## config.mk

```make
export PLATFORM = sky130hd
export DESIGN_NAME = modem_power_control_sequencer
export DESIGN_NICKNAME = d
export VERILOG_FILES = /design/src/shared/mpc_pkg.sv /design/src/verilog/mpc_sync2.sv /design/src/verilog/mpc_interval_timer.sv /design/src/verilog/modem_power_control_sequencer.sv
export VERILOG_INCLUDE_DIRS = /design/src /design/src/shared
export SDC_FILE = /design/constraint.sdc
export NUM_CORES = 1
export LEC_CHECK = 0
export ABC_CLOCK_PERIOD_IN_PS = 2800
export BUFFER_PORTS_ARGS = -buffer_cell sky130_fd_sc_hd__buf_4
export CORE_UTILIZATION = 45
export CTS_CLUSTER_SIZE = 8
export DETAILED_ROUTE_END_ITERATION = 16
export PLACE_DENSITY = 0.59
export SLEW_MARGIN = 15
export SYNTH_ARGS = -nofsm -noshare
export SYNTH_HDL_FRONTEND = slang
export SYNTH_SLANG_ARGS = --single-unit
export TNS_END_PERCENT = 20
```

## constraint.sdc

```tcl
create_clock -name core_clk_i -period 2.8 [get_ports core_clk_i]
set_input_delay 0.28 -clock core_clk_i [delete_from_list [all_inputs] [get_ports core_clk_i]]
set_output_delay 0.28 -clock core_clk_i [all_outputs]
set_load 0.02 [all_outputs]
```

## src/shared/mpc_consts.svh

```systemverilog
// Purpose: Named levels, times and counts for the modem power control sequencer.
// Assumes: A 125 MHz system clock; times are given in their own unit.
// Notes:   Cycle counts are derived from these figures inside the top module.
`ifndef MPC_CONSTS_SVH
`define MPC_CONSTS_SVH

// System clock rate in kilohertz, used to turn times into cycle counts.
`define MPC_CLK_KHZ      125000
`define MPC_US_PER_MS    1000

// Toggle hold times in milliseconds; both sequences wait at least 3 s.
`define MPC_ON_HOLD_MS   3000
`define MPC_OFF_HOLD_MS  3000

// Reset pulse widths: modem in milliseconds, GNSS receiver in microseconds.
`define MPC_MRST_MS      200
`define MPC_GRST_US      1000

// Cycles allowed for the power monitor to settle before it is sampled.
`define MPC_SETTLE_CYC   8

// Pin levels.
`define MPC_SUPPLY_ON    1'b0
`define MPC_SUPPLY_OFF   1'b1
`define MPC_ISO_DRIVE    1'b0
`define MPC_ISO_HIZ      1'b1
`define MPC_VBUS_GND     1'b0
`define MPC_TOGGLE_RUN   1'b0
`define MPC_TOGGLE_ACT   1'b1
`define MPC_RST_RUN      1'b0
`define MPC_RST_ACT      1'b1
`define MPC_SVC_OFF      1'b0
`define MPC_POWER_MONITOR_ON    1'b0
`define MPC_POWER_MONITOR_OFF   1'b1

`endif

```

## src/shared/mpc_pkg.sv

```systemverilog
// Purpose: Types shared by the modem power control sequencer files.
// Assumes: Levels and counts come from mpc_consts.svh.
// Notes:   Pin and status groups travel as packed structs.
package mpc_pkg;

  // Sequencer states.
  typedef enum logic [3:0] {
    ST_OFF,
    ST_ON_PREP,
    ST_ON_TOGGLE,
    ST_ON_SETTLE,
    ST_ON,
    ST_OFF_ISOLATE,
    ST_OFF_TOGGLE,
    ST_OFF_SETTLE,
    ST_MODEM_RESET
  } seq_state_t;

  // Ordered preparation steps of the power-on sequence.
  typedef enum logic [2:0] {
    PS_SUPPLY,
    PS_RESET,
    PS_ISOLATE,
    PS_SERVICE,
    PS_GNSS
  } prep_step_t;

  // Control lines toward the plug-in modem.
  typedef struct packed {
    logic supply_en_n;   // Low feeds the modem supply.
    logic isolate;       // High puts the level-shifted outputs in high impedance.
    logic vbus_en;       // High applies 5 V to the modem VBUS input.
    logic toggle;        // On/off toggle line.
    logic modem_reset;   // Modem reset line.
    logic service_sel;   // Service select line.
    logic gnss_reset;    // GNSS receiver reset line.
  } modem_pins_t;

  // Sequence status toward the host logic.
  typedef struct packed {
    logic done;          // One-cycle pulse at the end of each sequence.
    logic power_monitor_result; // Power monitor level sampled at that end.
    logic modem_on;      // Modem confirmed on.
    logic seq_fail;      // Last sequence did not see the expected monitor level.
  } seq_status_t;

endpackage

```

## src/verilog/mpc_sync2.sv

```systemverilog
// Purpose: Two flip-flop synchroniser for one level from outside the clock domain.
// Assumes: The input changes slowly compared with the clock.
// Notes:   Only the second stage may be read by other logic.
`timescale 1ns/1ps
`include "mpc_consts.svh"
module mpc_sync2 (
  // Clock and reset.
  input  wire logic core_clk_i,
  input  wire logic resetn_i,
  // Asynchronous level in, synchronised level out.
  input  wire logic async_i,
  output logic      sync_o
);

  logic meta;       // First stage, read only by the second.
  logic next_meta;  // Next value of the first stage.
  logic next_sync;  // Next value of the second stage.

  // Shift the level through both stages.
  always_comb begin
    next_meta = async_i;
    next_sync = meta;
  end

  // Register both stages; reset gives the modem-off level.
  always_ff @(posedge core_clk_i or negedge resetn_i) begin
    if (!resetn_i) begin
      meta   <= `MPC_POWER_MONITOR_OFF;
      sync_o <= `MPC_POWER_MONITOR_OFF;
    end else begin
      meta   <= next_meta;
      sync_o <= next_sync;
    end
  end

endmodule // mpc_sync2

```

## src/verilog/mpc_interval_timer.sv

```systemverilog
// Purpose: Down counter that measures one hold or wait interval.
// Assumes: A load value of at least one cycle.
// Notes:   Expired is a level that stays high while the count is zero.
`timescale 1ns/1ps
module mpc_interval_timer #(
  parameter int unsigned W = 32
) (
  // Clock and reset.
  input  wire logic         core_clk_i,
  input  wire logic         resetn_i,
  // Load strobe and interval length in cycles.
  input  wire logic         load_i,
  input  wire logic [W-1:0] value_i,
  // Interval over.
  output logic              expired_o
);

  logic [W-1:0] count;       // Cycles left.
  logic [W-1:0] next_count;  // Next value of the count.

  // A load wins over the running count so a new interval starts cleanly.
  always_comb begin
    next_count = count;
    if (load_i) begin
      next_count = value_i;
    end else if (count != '0) begin
      next_count = count - W'(1);
    end
  end

  // Register the count.
  always_ff @(posedge core_clk_i or negedge resetn_i) begin
    if (!resetn_i) begin
      count <= '0;
    end else begin
      count <= next_count;
    end
  end

  // Expired while nothing is left to count.
  assign expired_o = (count == '0);

endmodule // mpc_interval_timer

```

## src/verilog/modem_power_control_sequencer.sv

```systemverilog
// Purpose: Powers, resets and switches a plug-in cellular modem through its control lines.
// Assumes: 125 MHz core_clk_i; requests come from logic on the same clock.
// Notes:   Long counts are parameters so a simulation can shorten them.
// Notes on behaviour
// - Supply enable low feeds modem, high disables.
// - Isolation low drives outputs, high makes them float.
// - Isolation high whenever the modem is unpowered.
// - VBUS enable low grounds VBUS, high applies 5V.
// - Switch on: toggle high longer than 1 s.
// - Switch off: toggle high longer than 2 s.
// - Toggle stays low outside a pulse.
// - Modem reset low normally, high over 200 ms.
// - Service select low disables, high enables service.
// - GNSS reset low normally, high over 1 ms.
// - Power-on steps in fixed order, toggle 3 s.
// - Release isolation only after monitor reads low.
// - Power-off begins by raising isolation first.
// - Off: toggle 3 s, then expect monitor high.
`timescale 1ns/1ps
`include "mpc_consts.svh"
module modem_power_control_sequencer
  import mpc_pkg::*;
#(
  parameter int unsigned TIMER_W     = 32,
  parameter bit          HAS_SERVICE = 1'b1,
  parameter bit          HAS_GNSS    = 1'b1,
  parameter int unsigned ON_HOLD_CYC  = `MPC_ON_HOLD_MS * `MPC_CLK_KHZ,
  parameter int unsigned OFF_HOLD_CYC = `MPC_OFF_HOLD_MS * `MPC_CLK_KHZ,
  parameter int unsigned MRST_CYC     = `MPC_MRST_MS * `MPC_CLK_KHZ + 1,
  parameter int unsigned GRST_CYC     = `MPC_GRST_US * `MPC_CLK_KHZ / `MPC_US_PER_MS + 1,
  parameter int unsigned SETTLE_CYC   = `MPC_SETTLE_CYC
) (
  // Clock and reset.
  input  wire logic  core_clk_i,
  input  wire logic  resetn_i,
  // Requests from host logic, one-cycle strobes or levels.
  input  wire logic  power_on_req_i,
  input  wire logic  power_off_req_i,
  input  wire logic  modem_reset_req_i,
  input  wire logic  gnss_reset_req_i,
  // Levels: service select applied while the modem is on, VBUS enable in every state.
  input  wire logic  service_enable_i,
  input  wire logic  vbus_enable_i,
  // Power monitor pin from the modem.
  input  wire logic  power_monitor_i,
  // Control lines toward the modem.
  output modem_pins_t modem_pins_o,
  // Sequence status.
  output seq_status_t status_o,
  output logic        busy_o
);

  // Reset values: supply disabled, outputs isolated, VBUS grounded, service select off, toggle and reset lines at run.
  localparam modem_pins_t PINS_RESET = '{
    supply_en_n: `MPC_SUPPLY_OFF, isolate: `MPC_ISO_HIZ, vbus_en: `MPC_VBUS_GND,
    toggle: `MPC_TOGGLE_RUN, modem_reset: `MPC_RST_RUN, service_sel: `MPC_SVC_OFF,
    gnss_reset: `MPC_RST_RUN};

  seq_state_t          state;          // Sequencer state.
  seq_state_t          next_state;     // Next sequencer state.
  prep_step_t          step;           // Current power-on preparation step.
  prep_step_t          next_step;      // Next preparation step.
  modem_pins_t         pins;           // Registered control lines.
  modem_pins_t         next_pins;      // Next control lines.
  seq_status_t         status;         // Registered status.
  seq_status_t         next_status;    // Next status.
  logic                seq_load;       // Start a sequence interval.
  logic [TIMER_W-1:0]  seq_value;      // Length of that interval.
  logic                seq_expired;    // Sequence interval over.
  logic                gnss_active;    // GNSS reset pulse in progress.
  logic                next_gnss_active;
  logic                gnss_go;        // Start a GNSS reset pulse.
  logic                gnss_expired;   // GNSS interval over.
  logic                power_monitor_s;       // Synchronised power monitor level.

  // The monitor pin is asynchronous to our clock.
  mpc_sync2 u_power_monitor_sync (
    .core_clk_i (core_clk_i),
    .resetn_i   (resetn_i),
    .async_i    (power_monitor_i),
    .sync_o     (power_monitor_s)
  );

  // Interval timer for toggle holds, modem reset and settle waits.
  mpc_interval_timer #(.W(TIMER_W)) u_seq_timer (
    .core_clk_i (core_clk_i),
    .resetn_i   (resetn_i),
    .load_i     (seq_load),
    .value_i    (seq_value),
    .expired_o  (seq_expired)
  );

  // Separate timer so a GNSS reset can run alongside the sequencer.
  mpc_interval_timer #(.W(TIMER_W)) u_gnss_timer (
    .core_clk_i (core_clk_i),
    .resetn_i   (resetn_i),
    .load_i     (gnss_go),
    .value_i    (TIMER_W'(GRST_CYC)),
    .expired_o  (gnss_expired)
  );

  // GNSS reset pulse; only while the modem is on, and ignored if one is running.
  always_comb begin
    gnss_go          = HAS_GNSS && gnss_reset_req_i && (state == ST_ON) && !gnss_active;
    next_gnss_active = gnss_active ? !gnss_expired : gnss_go;
  end

  // Register the GNSS pulse state.
  always_ff @(posedge core_clk_i or negedge resetn_i) begin
    if (!resetn_i) begin
      gnss_active <= 1'b0;
    end else begin
      gnss_active <= next_gnss_active;
    end
  end

  // Sequencer next state. vbus_en, gnss_reset and service_sel are set every cycle; other pins only change where a step calls for it.
  always_comb begin
    next_state          = state;
    next_step           = step;
    next_pins           = pins;
    next_status         = status;
    next_status.done    = 1'b0;
    seq_load            = 1'b0;
    seq_value           = '0;
    next_pins.vbus_en   = vbus_enable_i;
    next_pins.gnss_reset = gnss_active ? `MPC_RST_ACT : `MPC_RST_RUN;
    next_pins.service_sel = `MPC_SVC_OFF;
    unique case (state)
      // Modem assumed off; waits for a power-on request.
      ST_OFF: begin
        if (power_on_req_i) begin
          next_state         = ST_ON_PREP;
          next_step          = PS_SUPPLY;
          next_status.seq_fail = 1'b0;
        end
      end
      // One preparation step per cycle so the lines move in the set order.
      ST_ON_PREP: begin
        unique case (step)
          PS_SUPPLY: begin
            next_pins.supply_en_n = `MPC_SUPPLY_ON;
            next_step = PS_RESET;
          end
          PS_RESET: begin
            next_pins.modem_reset = `MPC_RST_RUN;
            next_step = PS_ISOLATE;
          end
          PS_ISOLATE: begin
            next_pins.isolate = `MPC_ISO_HIZ;
            next_step = PS_SERVICE;
          end
          PS_SERVICE: begin
            next_pins.service_sel = `MPC_SVC_OFF;
            next_step = PS_GNSS;
          end
          PS_GNSS: begin
            // GNSS reset is already low: pulses start only in the on state.
            next_pins.toggle = `MPC_TOGGLE_ACT;
            seq_load   = 1'b1;
            seq_value  = TIMER_W'(ON_HOLD_CYC);
            next_state = ST_ON_TOGGLE;
          end
        endcase
      end
      // Hold the toggle for the full power-on interval.
      ST_ON_TOGGLE: begin
        if (seq_expired) begin
          next_pins.toggle = `MPC_TOGGLE_RUN;
          seq_load   = 1'b1;
          seq_value  = TIMER_W'(SETTLE_CYC);
          next_state = ST_ON_SETTLE;
        end
      end
      // Sample the monitor; only a low level releases the outputs.
      ST_ON_SETTLE: begin
        if (seq_expired) begin
          next_status.done          = 1'b1;
          next_status.power_monitor_result = power_monitor_s;
          if (power_monitor_s == `MPC_POWER_MONITOR_ON) begin
            next_pins.isolate    = `MPC_ISO_DRIVE;
            next_status.modem_on = 1'b1;
            next_state           = ST_ON;
          end else begin
            // Modem did not come up: keep outputs floating.
            next_status.seq_fail = 1'b1;
            next_state           = ST_OFF;
          end
        end
      end
      // Modem running; the command UART is usable from here.
      ST_ON: begin
        next_pins.service_sel = HAS_SERVICE ? service_enable_i : `MPC_SVC_OFF;
        if (power_off_req_i) begin
          next_pins.isolate    = `MPC_ISO_HIZ;
          next_pins.service_sel = `MPC_SVC_OFF;
          next_status.seq_fail = 1'b0;
          next_state           = ST_OFF_ISOLATE;
        end else if (modem_reset_req_i) begin
          next_pins.modem_reset = `MPC_RST_ACT;
          seq_load   = 1'b1;
          seq_value  = TIMER_W'(MRST_CYC);
          next_state = ST_MODEM_RESET;
        end
      end
      // Isolation is already high; now start the off pulse.
      ST_OFF_ISOLATE: begin
        next_pins.toggle = `MPC_TOGGLE_ACT;
        seq_load   = 1'b1;
        seq_value  = TIMER_W'(OFF_HOLD_CYC);
        next_state = ST_OFF_TOGGLE;
      end
      // Hold the toggle for the full power-off interval.
      ST_OFF_TOGGLE: begin
        if (seq_expired) begin
          next_pins.toggle = `MPC_TOGGLE_RUN;
          seq_load   = 1'b1;
          seq_value  = TIMER_W'(SETTLE_CYC);
          next_state = ST_OFF_SETTLE;
        end
      end
      // A high monitor level confirms the modem is off.
      ST_OFF_SETTLE: begin
        if (seq_expired) begin
          next_status.done          = 1'b1;
          next_status.power_monitor_result = power_monitor_s;
          if (power_monitor_s == `MPC_POWER_MONITOR_OFF) begin
            next_status.modem_on = 1'b0;
            next_state           = ST_OFF;
          end else begin
            // Still on: give the outputs back so the modem stays reachable.
            next_status.seq_fail = 1'b1;
            next_pins.isolate    = `MPC_ISO_DRIVE;
            next_state           = ST_ON;
          end
        end
      end
      // Hold the modem in reset, then return to running.
      ST_MODEM_RESET: begin
        if (seq_expired) begin
          next_pins.modem_reset     = `MPC_RST_RUN;
          next_status.done          = 1'b1;
          next_status.power_monitor_result = power_monitor_s;
          next_state                = ST_ON;
        end
      end
    endcase
  end

  // Register the sequencer state, pins and status.
  always_ff @(posedge core_clk_i or negedge resetn_i) begin
    if (!resetn_i) begin
      state  <= ST_OFF;
      step   <= PS_SUPPLY;
      pins   <= PINS_RESET;
      status <= '0;
    end else begin
      state  <= next_state;
      step   <= next_step;
      pins   <= next_pins;
      status <= next_status;
    end
  end

  // Outputs come straight from flip-flops; busy is a handshake term.
  assign modem_pins_o = pins;
  assign status_o     = status;
  assign busy_o       = (state != ST_OFF) && (state != ST_ON);

  // Helper counters of how long each pulse line has been high.
  logic [31:0] tog_cnt;
  logic [31:0] mrst_cnt;
  logic [31:0] grst_cnt;

  always_ff @(posedge core_clk_i or negedge resetn_i) begin
    if (!resetn_i) begin
      tog_cnt  <= 32'h0000_0000;
      mrst_cnt <= 32'h0000_0000;
      grst_cnt <= 32'h0000_0000;
    end else begin
      tog_cnt  <= pins.toggle ? tog_cnt + 32'h0000_0001 : 32'h0000_0000;
      mrst_cnt <= pins.modem_reset ? mrst_cnt + 32'h0000_0001 : 32'h0000_0000;
      grst_cnt <= pins.gnss_reset ? grst_cnt + 32'h0000_0001 : 32'h0000_0000;
    end
  end
endmodule // modem_power_control_sequencer

```

== Word level (Yosys, flattened, before mapping) ==
Index checks and enable logic that the tools add are counted.
W data, S select, Z words.

* Flip-flop bits (word level): 85
* Bits in latches: 0
* Bits in writable memories: 0
* Bits in read-only memories: 0
* Input port bits: 9
* Output and inout port bits: 12
* Word-level logic and storage cells: 140
* Memories kept: 0

* Add/subtract/negate cells: 2
* Multipliers: 0
* Div/mod/pow operators: 0
* Magnitude comparators: 0
* Equality and inequality tests: 34
* Shifts and indexed selects: 0
* Muxes and demuxes: 54
* Bitwise logic cells: 0
* Reductions and logical operators: 32

{| class="wikitable"
|+ Operators by type and width
! cell !! count
|-
| $mux W32 || 4
|-
| $pmux W29 S4 || 1
|-
| $logic_not A32 Y1 || 2
|-
| $reduce_bool A32 Y1 || 2
|-
| $sub A32 B1 Y32 const B || 2
|-
| $mux W25 || 2
|-
| $mux W4 || 11
|-
| $pmux W4 S8 || 1
|-
| $mux W29 || 1
|-
| $ne A2 B2 Y1 const B || 12
|-
| $mux W1 || 22
|-
| $eq A4 B3 Y1 const B || 4
|-
| $reduce_and A5 Y1 || 3
|-
| $ne A2 B1 Y1 const B || 7
|-
| $reduce_and A7 Y1 || 2
|-
| $pmux W3 S4 || 1
|-
| $reduce_bool A3 Y1 || 4
|-
| $pmux W1 S3 || 3
|-
| $eq A4 B2 Y1 const B || 2
|-
| $pmux W1 S4 || 2
|-
| $reduce_bool A2 Y1 || 4
|-
| $reduce_bool A4 Y1 || 2
|-
| $eq A3 B2 Y1 const B || 2
|-
| $mux W3 || 2
|-
| 19 further kinds || 24
|}

== Longest topological paths before layout ==
* Depth in word-level cells: 4
* Mapped depth: 8
* Gate-level depth less buffers: 7

== By module ==
Synthesis repeated with hierarchy kept, for this count alone.

* Cells, all modules: 523
* Area total of the unflattened synthesis: 4948.5 µm²

{| class="wikitable"
|+ Modules (own cells, without submodules)
! module !! instances !! cells an instance !! area an instance (µm²) !! sequential area each (µm²)
|-
| mpc_interval_timer at u_seq_timer || 1 || 197 || 1920.6 || 800.8
|-
| mpc_interval_timer at u_gnss_timer || 1 || 209 || 1893.1 || 800.8
|-
| modem_power_control_sequencer || 1 || 115 || 1082.3 || 478.0
|-
| mpc_sync2 || 1 || 2 || 52.6 || 52.6
|}

== Least setup slack after synthesis ==
OpenSTA, ideal clock, no wires.

* Path type: flip-flop to flip-flop
* Start: reg u_seq_timer.count[2]
* End: reg status, in the netlist status_o[2]
* Setup time: 0.125 ns
* Arrival: 2.122 ns
* Required time: 2.675 ns
* Setup slack: 0.553 ns
* Stages on the path, launching flop included: 6
* Buffers on the path: 0
* Clock period less this slack: 2.247 ns
* Cell sequence: dfrtp_1 -> or4_4 -> nor3_1 -> nand3_2 -> a21oi_1 -> mux2_2

* Longest elaborated chain between the ends: 3
* Elaborated cells between the ends (all ways): 5
* Those cells by class: eq/ne: 3; reduce/logical: 2

{| class="wikitable"
|+ Ends and longest elaborated chain
! what !! RTL line !! RTL
|-
| start, declared || mpc_interval_timer.sv:18 || <nowiki>logic [W-1:0] count;</nowiki>
|-
| start signal, assigned || mpc_interval_timer.sv:36 || <nowiki>count <= next_count;</nowiki>
|-
| $logic_not A32 Y1 * || mpc_interval_timer.sv:41 || <nowiki>assign expired_o = (count == '0);</nowiki>
|-
| $ne A2 B2 Y1 (no source line) || n/a ||
|-
| $reduce_and A4 Y1 (no source line) * || n/a ||
|-
| end signal, assigned || modem_power_control_sequencer.sv:261 || <nowiki>status <= next_status;</nowiki>
|-
| end, declared || modem_power_control_sequencer.sv:65 || <nowiki>seq_status_t status;</nowiki>
|}

Every way passes the cells marked *; elsewhere a longest branch is shown, timed or not.
A chain may end at the register's enable or synchronous reset.

== Worst setup path in the final report ==
* Start: reg state[1]
* End: reg u_gnss_timer.count[20]

* Longest elaborated chain between the ends: 4
* Elaborated cells between the ends (all ways): 5
* Those cells by class: eq/ne: 1; mux: 1; reduce/logical: 3

{| class="wikitable"
|+ Ends and longest elaborated chain
! what !! RTL line !! RTL
|-
| start, declared || modem_power_control_sequencer.sv:59 || <nowiki>seq_state_t state;</nowiki>
|-
| start signal, assigned || modem_power_control_sequencer.sv:258 || <nowiki>state <= next_state;</nowiki>
|-
| $eq A4 B3 Y1 * || modem_power_control_sequencer.sv:104 || <nowiki>gnss_go = HAS_GNSS && gnss_reset_req_i && (state == ST_ON) && !gnss_active;</nowiki>
|-
| $logic_and A1 B1 Y1 * (2 in series) || modem_power_control_sequencer.sv:104 ||
|-
| $mux W32 / $reduce_bool A2 Y1 (equally long branches) || n/a ||
|-
| end signal, assigned || mpc_interval_timer.sv:36 ||
|-
| end, declared || mpc_interval_timer.sv:18 ||
|}

Marks and branches as above.

==> impl_metrics.yaml <==
critical_path:
  worstRegToRegCells: 5
  crit_path_end_kind: "flip-flop"
  required_ns: 3.05
  start_kind: "flip-flop"
  worst-setup-path-type: "reg2reg"
  timing.rr.end: "u_gnss_timer.count[20]$_DFFE_PN0P_"
  rrSetupSlack_ns: 0.34
  r2r-start: "state[1]$_DFFE_PN0P_"
  worstPathArrival_ns: 2.71
  cp_max_fo: 10
logic_synthesis:
  synth_area_mm2: 0.004613
  ys.flop_type: "dfrtp_1"
  synth-compound-area-share: 0.1682
  synth-seq-cells: 85
  ys_warn_count: 0
  avgSynthCellArea_um2: 9.492
  synthCells: 486
  synth_edf_count: 0
  synth_top_family_by_area: "simple AND/OR/NAND/NOR gates"
  async_reset_ff_frac: 1.000
  synth_mux_area_frac: 0.01763
  synth_cell_type_count: 62
  synth_xor_area_frac: 0.05506
  ys_seq_area_frac: 0.4622
  synthAdderAreaFrac: 0.008137
  syn_nets: 498
  synth_simple_gate_area_frac: 0.2625
clock_tree:
  cts_num_sinks: 85
  h-tree-depth: 3
  clockBufferDepth: 2
  cts_root_buf: "clkbuf_8"
  cts_tree: "yes"
  post_cts_resized: 0
  postCtsSetupBuffers: 0
  insertion_delay_ns: 0.37
  numCtsBuffers: 9
  clk_pin_slew_ns: 0.09
routing:
  drc_errors: 0
  wire_per_inst_um: 16.14
  vias_per_cell: 5.713
  vias: 3776
  drt_wl_total_mm: 10.67
  drt_iter0_drc: 161
  drt_first_pass_iters: 4
  ant_nets: 0
placed_design:
  place_hpwl_mm: 7.437
  io_buffer_count: 20
  globalplace.congestion: 0.8013
floorplanning:
  initial_core_util: 0.4677
  core_mm2: 0.009864
  die_x_um: 103.3
  rows: 36
  io_pins: 21
  die-area_mm2: 0.01066
  die_h_um: 103.3
power_and_ir_drop:
  pwr-share-clk: 0.325
  pwr-share-comb: 0.121
  vdd_drop_max_mv: 0.3661
  leakage_nw: 2.052
  p_per_area_mw_per_mm2: 491.1
  intPower_w: 0.001831
  p_sw_frac: 0.2863
  total_power_w: 0.002565
  switchingPower_w: 0.0007344
  power_frac_seq: 0.555
layout:
  fin_nets: 535
  syn_to_final_growth_pct: 13.24
  drive_above_1_share: 0.1591
  antenna_cells: 0
global_route:
  grt_max_degree: 41
  antenna_found_initial: 0
  grtUsageTotal: 0.2211
  grt_pass1_vias: 3658
  grt_pass1_wl_mm: 17.91
  grt.overflow.total: 0
sta:
  setup_tns_ns: 0
  slew_viol_final: 0
  hold_viol_final: 0
  tightest_slew_ns: 0.7274
  rsz0062_at_grt: "false"
  relSlewSlack: 0.5113
  fin_skew_ns: 0.01585
  period_share: 0.8775
  layout_min_cycle_time_ns: 2.457
  finalSetupViolations: 0
  fmax_mhz: 407.0
run:
  max_cap_violations: 0
worst_hold_path:
  hold_depth: 2
  holdCritPathClass: "in2reg"
  hold_start: "power_off_req_i"
  hold_end: "modem_pins_o[1]$_DFF_PN0_"
outcome:
  status: "finished, final reports clean"
[synthesized netlist by cell type (all sizes together) (3+ instances only)]
cell type   n  area (µm²)
a211oi      3       22.52
a21oi      25       125.1
a31o        4       35.03
a31oi       6       43.79
and3        4       25.02
and4        5       43.79
buf         4       26.27
clkbuf     14       53.80
dfrtp      81        2027
dfstp       4       105.1
ha          3       37.54
inv        11       41.29
mux2i       7       70.07
nand2      31       116.4
nand2b      7       43.79
nand3      17       90.09
nand4      14       93.84
nor2       47       176.4
nor2b       3       18.77
nor3       17       100.1
nor3b       5       37.54
nor4       18       133.9
o21ai      50       265.3
o311ai      3       26.28
o31a        3       26.28
o31ai       8       60.06
o41ai       5       62.56
or3        19       128.9
or4        14       112.6
xnor2      14       122.6
xor2       15       131.4
[power groups by stage]
stage               Combinational (W)  Sequential (W)  Clock [W]
floorplan                    0.000225         0.00141          0
global placement             0.000301         0.00144          0
detailed placement           0.000309         0.00145          0
CTS                          0.000312         0.00142   0.000851
global route                 0.000370         0.00144   0.000899
finish                       0.000309         0.00142   0.000833
[layer usage]
layer,wire (µm),GRT usage
met5,0,0
met4,99,0.05959
met3,248,0.04772
met2,5145,0.3703
met1,5173,0.2913
[area by class of cell]
type	instances	area, µm²
multi-input cells	372	2360
flip-flops and latches	85	2132
inverters	11	41.29
clock buffers	11	151.4
clock inverters	5	35.03
repair buffers	44	337.8
well taps	133	166.4
fillers	890	4641
[cells by family (layout without fill, tap and decap cells)]
group	Yosys count	after routing
and+or+nand+nor	212	212
buffers and inverters	29	71
DFF	85	85
muxes	8	8
xor gates and xnor gates	29	29
AOI/OAI and AO/OA	120	120
adders and majority gates	3	3
[how the worst max path moves through the flow]
| stage | depth (start not counted) | from | end |
|---|---|---|---|
| 3_3_place_gp | 5 | state[1]$_DFFE_PN0P_ | u_gnss_timer.count[20]$_DFFE_PN0P_ |
| 2_1_floorplan | 5 | u_seq_timer.count[2]$_DFFE_PN0P_ | status_o[2]$_DFFE_PN0P_ |
| 6_report | 5 | state[1]$_DFFE_PN0P_ | u_gnss_timer.count[20]$_DFFE_PN0P_ |
| 5_1_grt | 5 | state[1]$_DFFE_PN0P_ | u_gnss_timer.count[20]$_DFFE_PN0P_ |
| 4_1_cts | 5 | state[1]$_DFFE_PN0P_ | u_gnss_timer.count[20]$_DFFE_PN0P_ |
| 3_5_place_dp | 5 | state[1]$_DFFE_PN0P_ | u_gnss_timer.count[20]$_DFFE_PN0P_ |
[cells in the final DEF (no fill, tap or decap), types with 4 or more instances in the layout]
cell,n
nand2_1,31
and4_1,5
mux2i_1,7
or4_1,12
nor3b_1,5
o31ai_1,8
and3_1,4
clkbuf_8,11
nand2b_1,7
xor2_1,15
o41ai_1,4
buf_4,41
a31o_2,4
a31oi_1,5
nand3_1,16
dfstp_2,4
nor4_1,16
inv_1,11
or3_1,17
nand4_1,13
nor2_1,47
o21ai_0,47
a21oi_1,25
xnor2_1,14
dfrtp_1,81
nor3_1,14
[registers in the layout, summed over array words and instances, names as in the netlist]
register / flops
u_gnss_timer.count: 32
step: 3
u_power_monitor_sync.meta: 1
modem_pins_o: 7
u_seq_timer.count: 32
status_o: 4
gnss_active: 1
state: 4
u_power_monitor_sync.sync_o: 1
[worst max-delay path, cell delays in order (launching register included)]
cell and delay, ns:
dfrtp_1 0.48, or4b_1 0.75, o21a_1 0.34, a31oi_2 0.43, a21oi_1 0.12, a31o_2 0.23
[metrics by stage]
step           setup slack (ns)  cells  instance area [µm²]  hold slack (ns)  utilization
4_1_cts                  0.3583    659                 5204         0.001947       0.5275
3_5_place_dp             0.3835    642                 5007           0.3094       0.5076
5_1_grt                  0.2266    661                 5224           0.1099       0.5296
6_report                 0.3431    661                 5224           0.1201       0.5296
2_1_floorplan            0.5531    486                 4613         -0.01559            -
3_3_place_gp             0.4319    642                 5007           0.3017       0.5076
[timing repair]
action / 4_1_cts / 5_1_grt
hold buffers: 1 / 2
endpoints found under the hold margin: 38 / 2
endpoints found under the setup margin: 0 / 0
No activity file was read; power rests on OpenSTA's default activity.
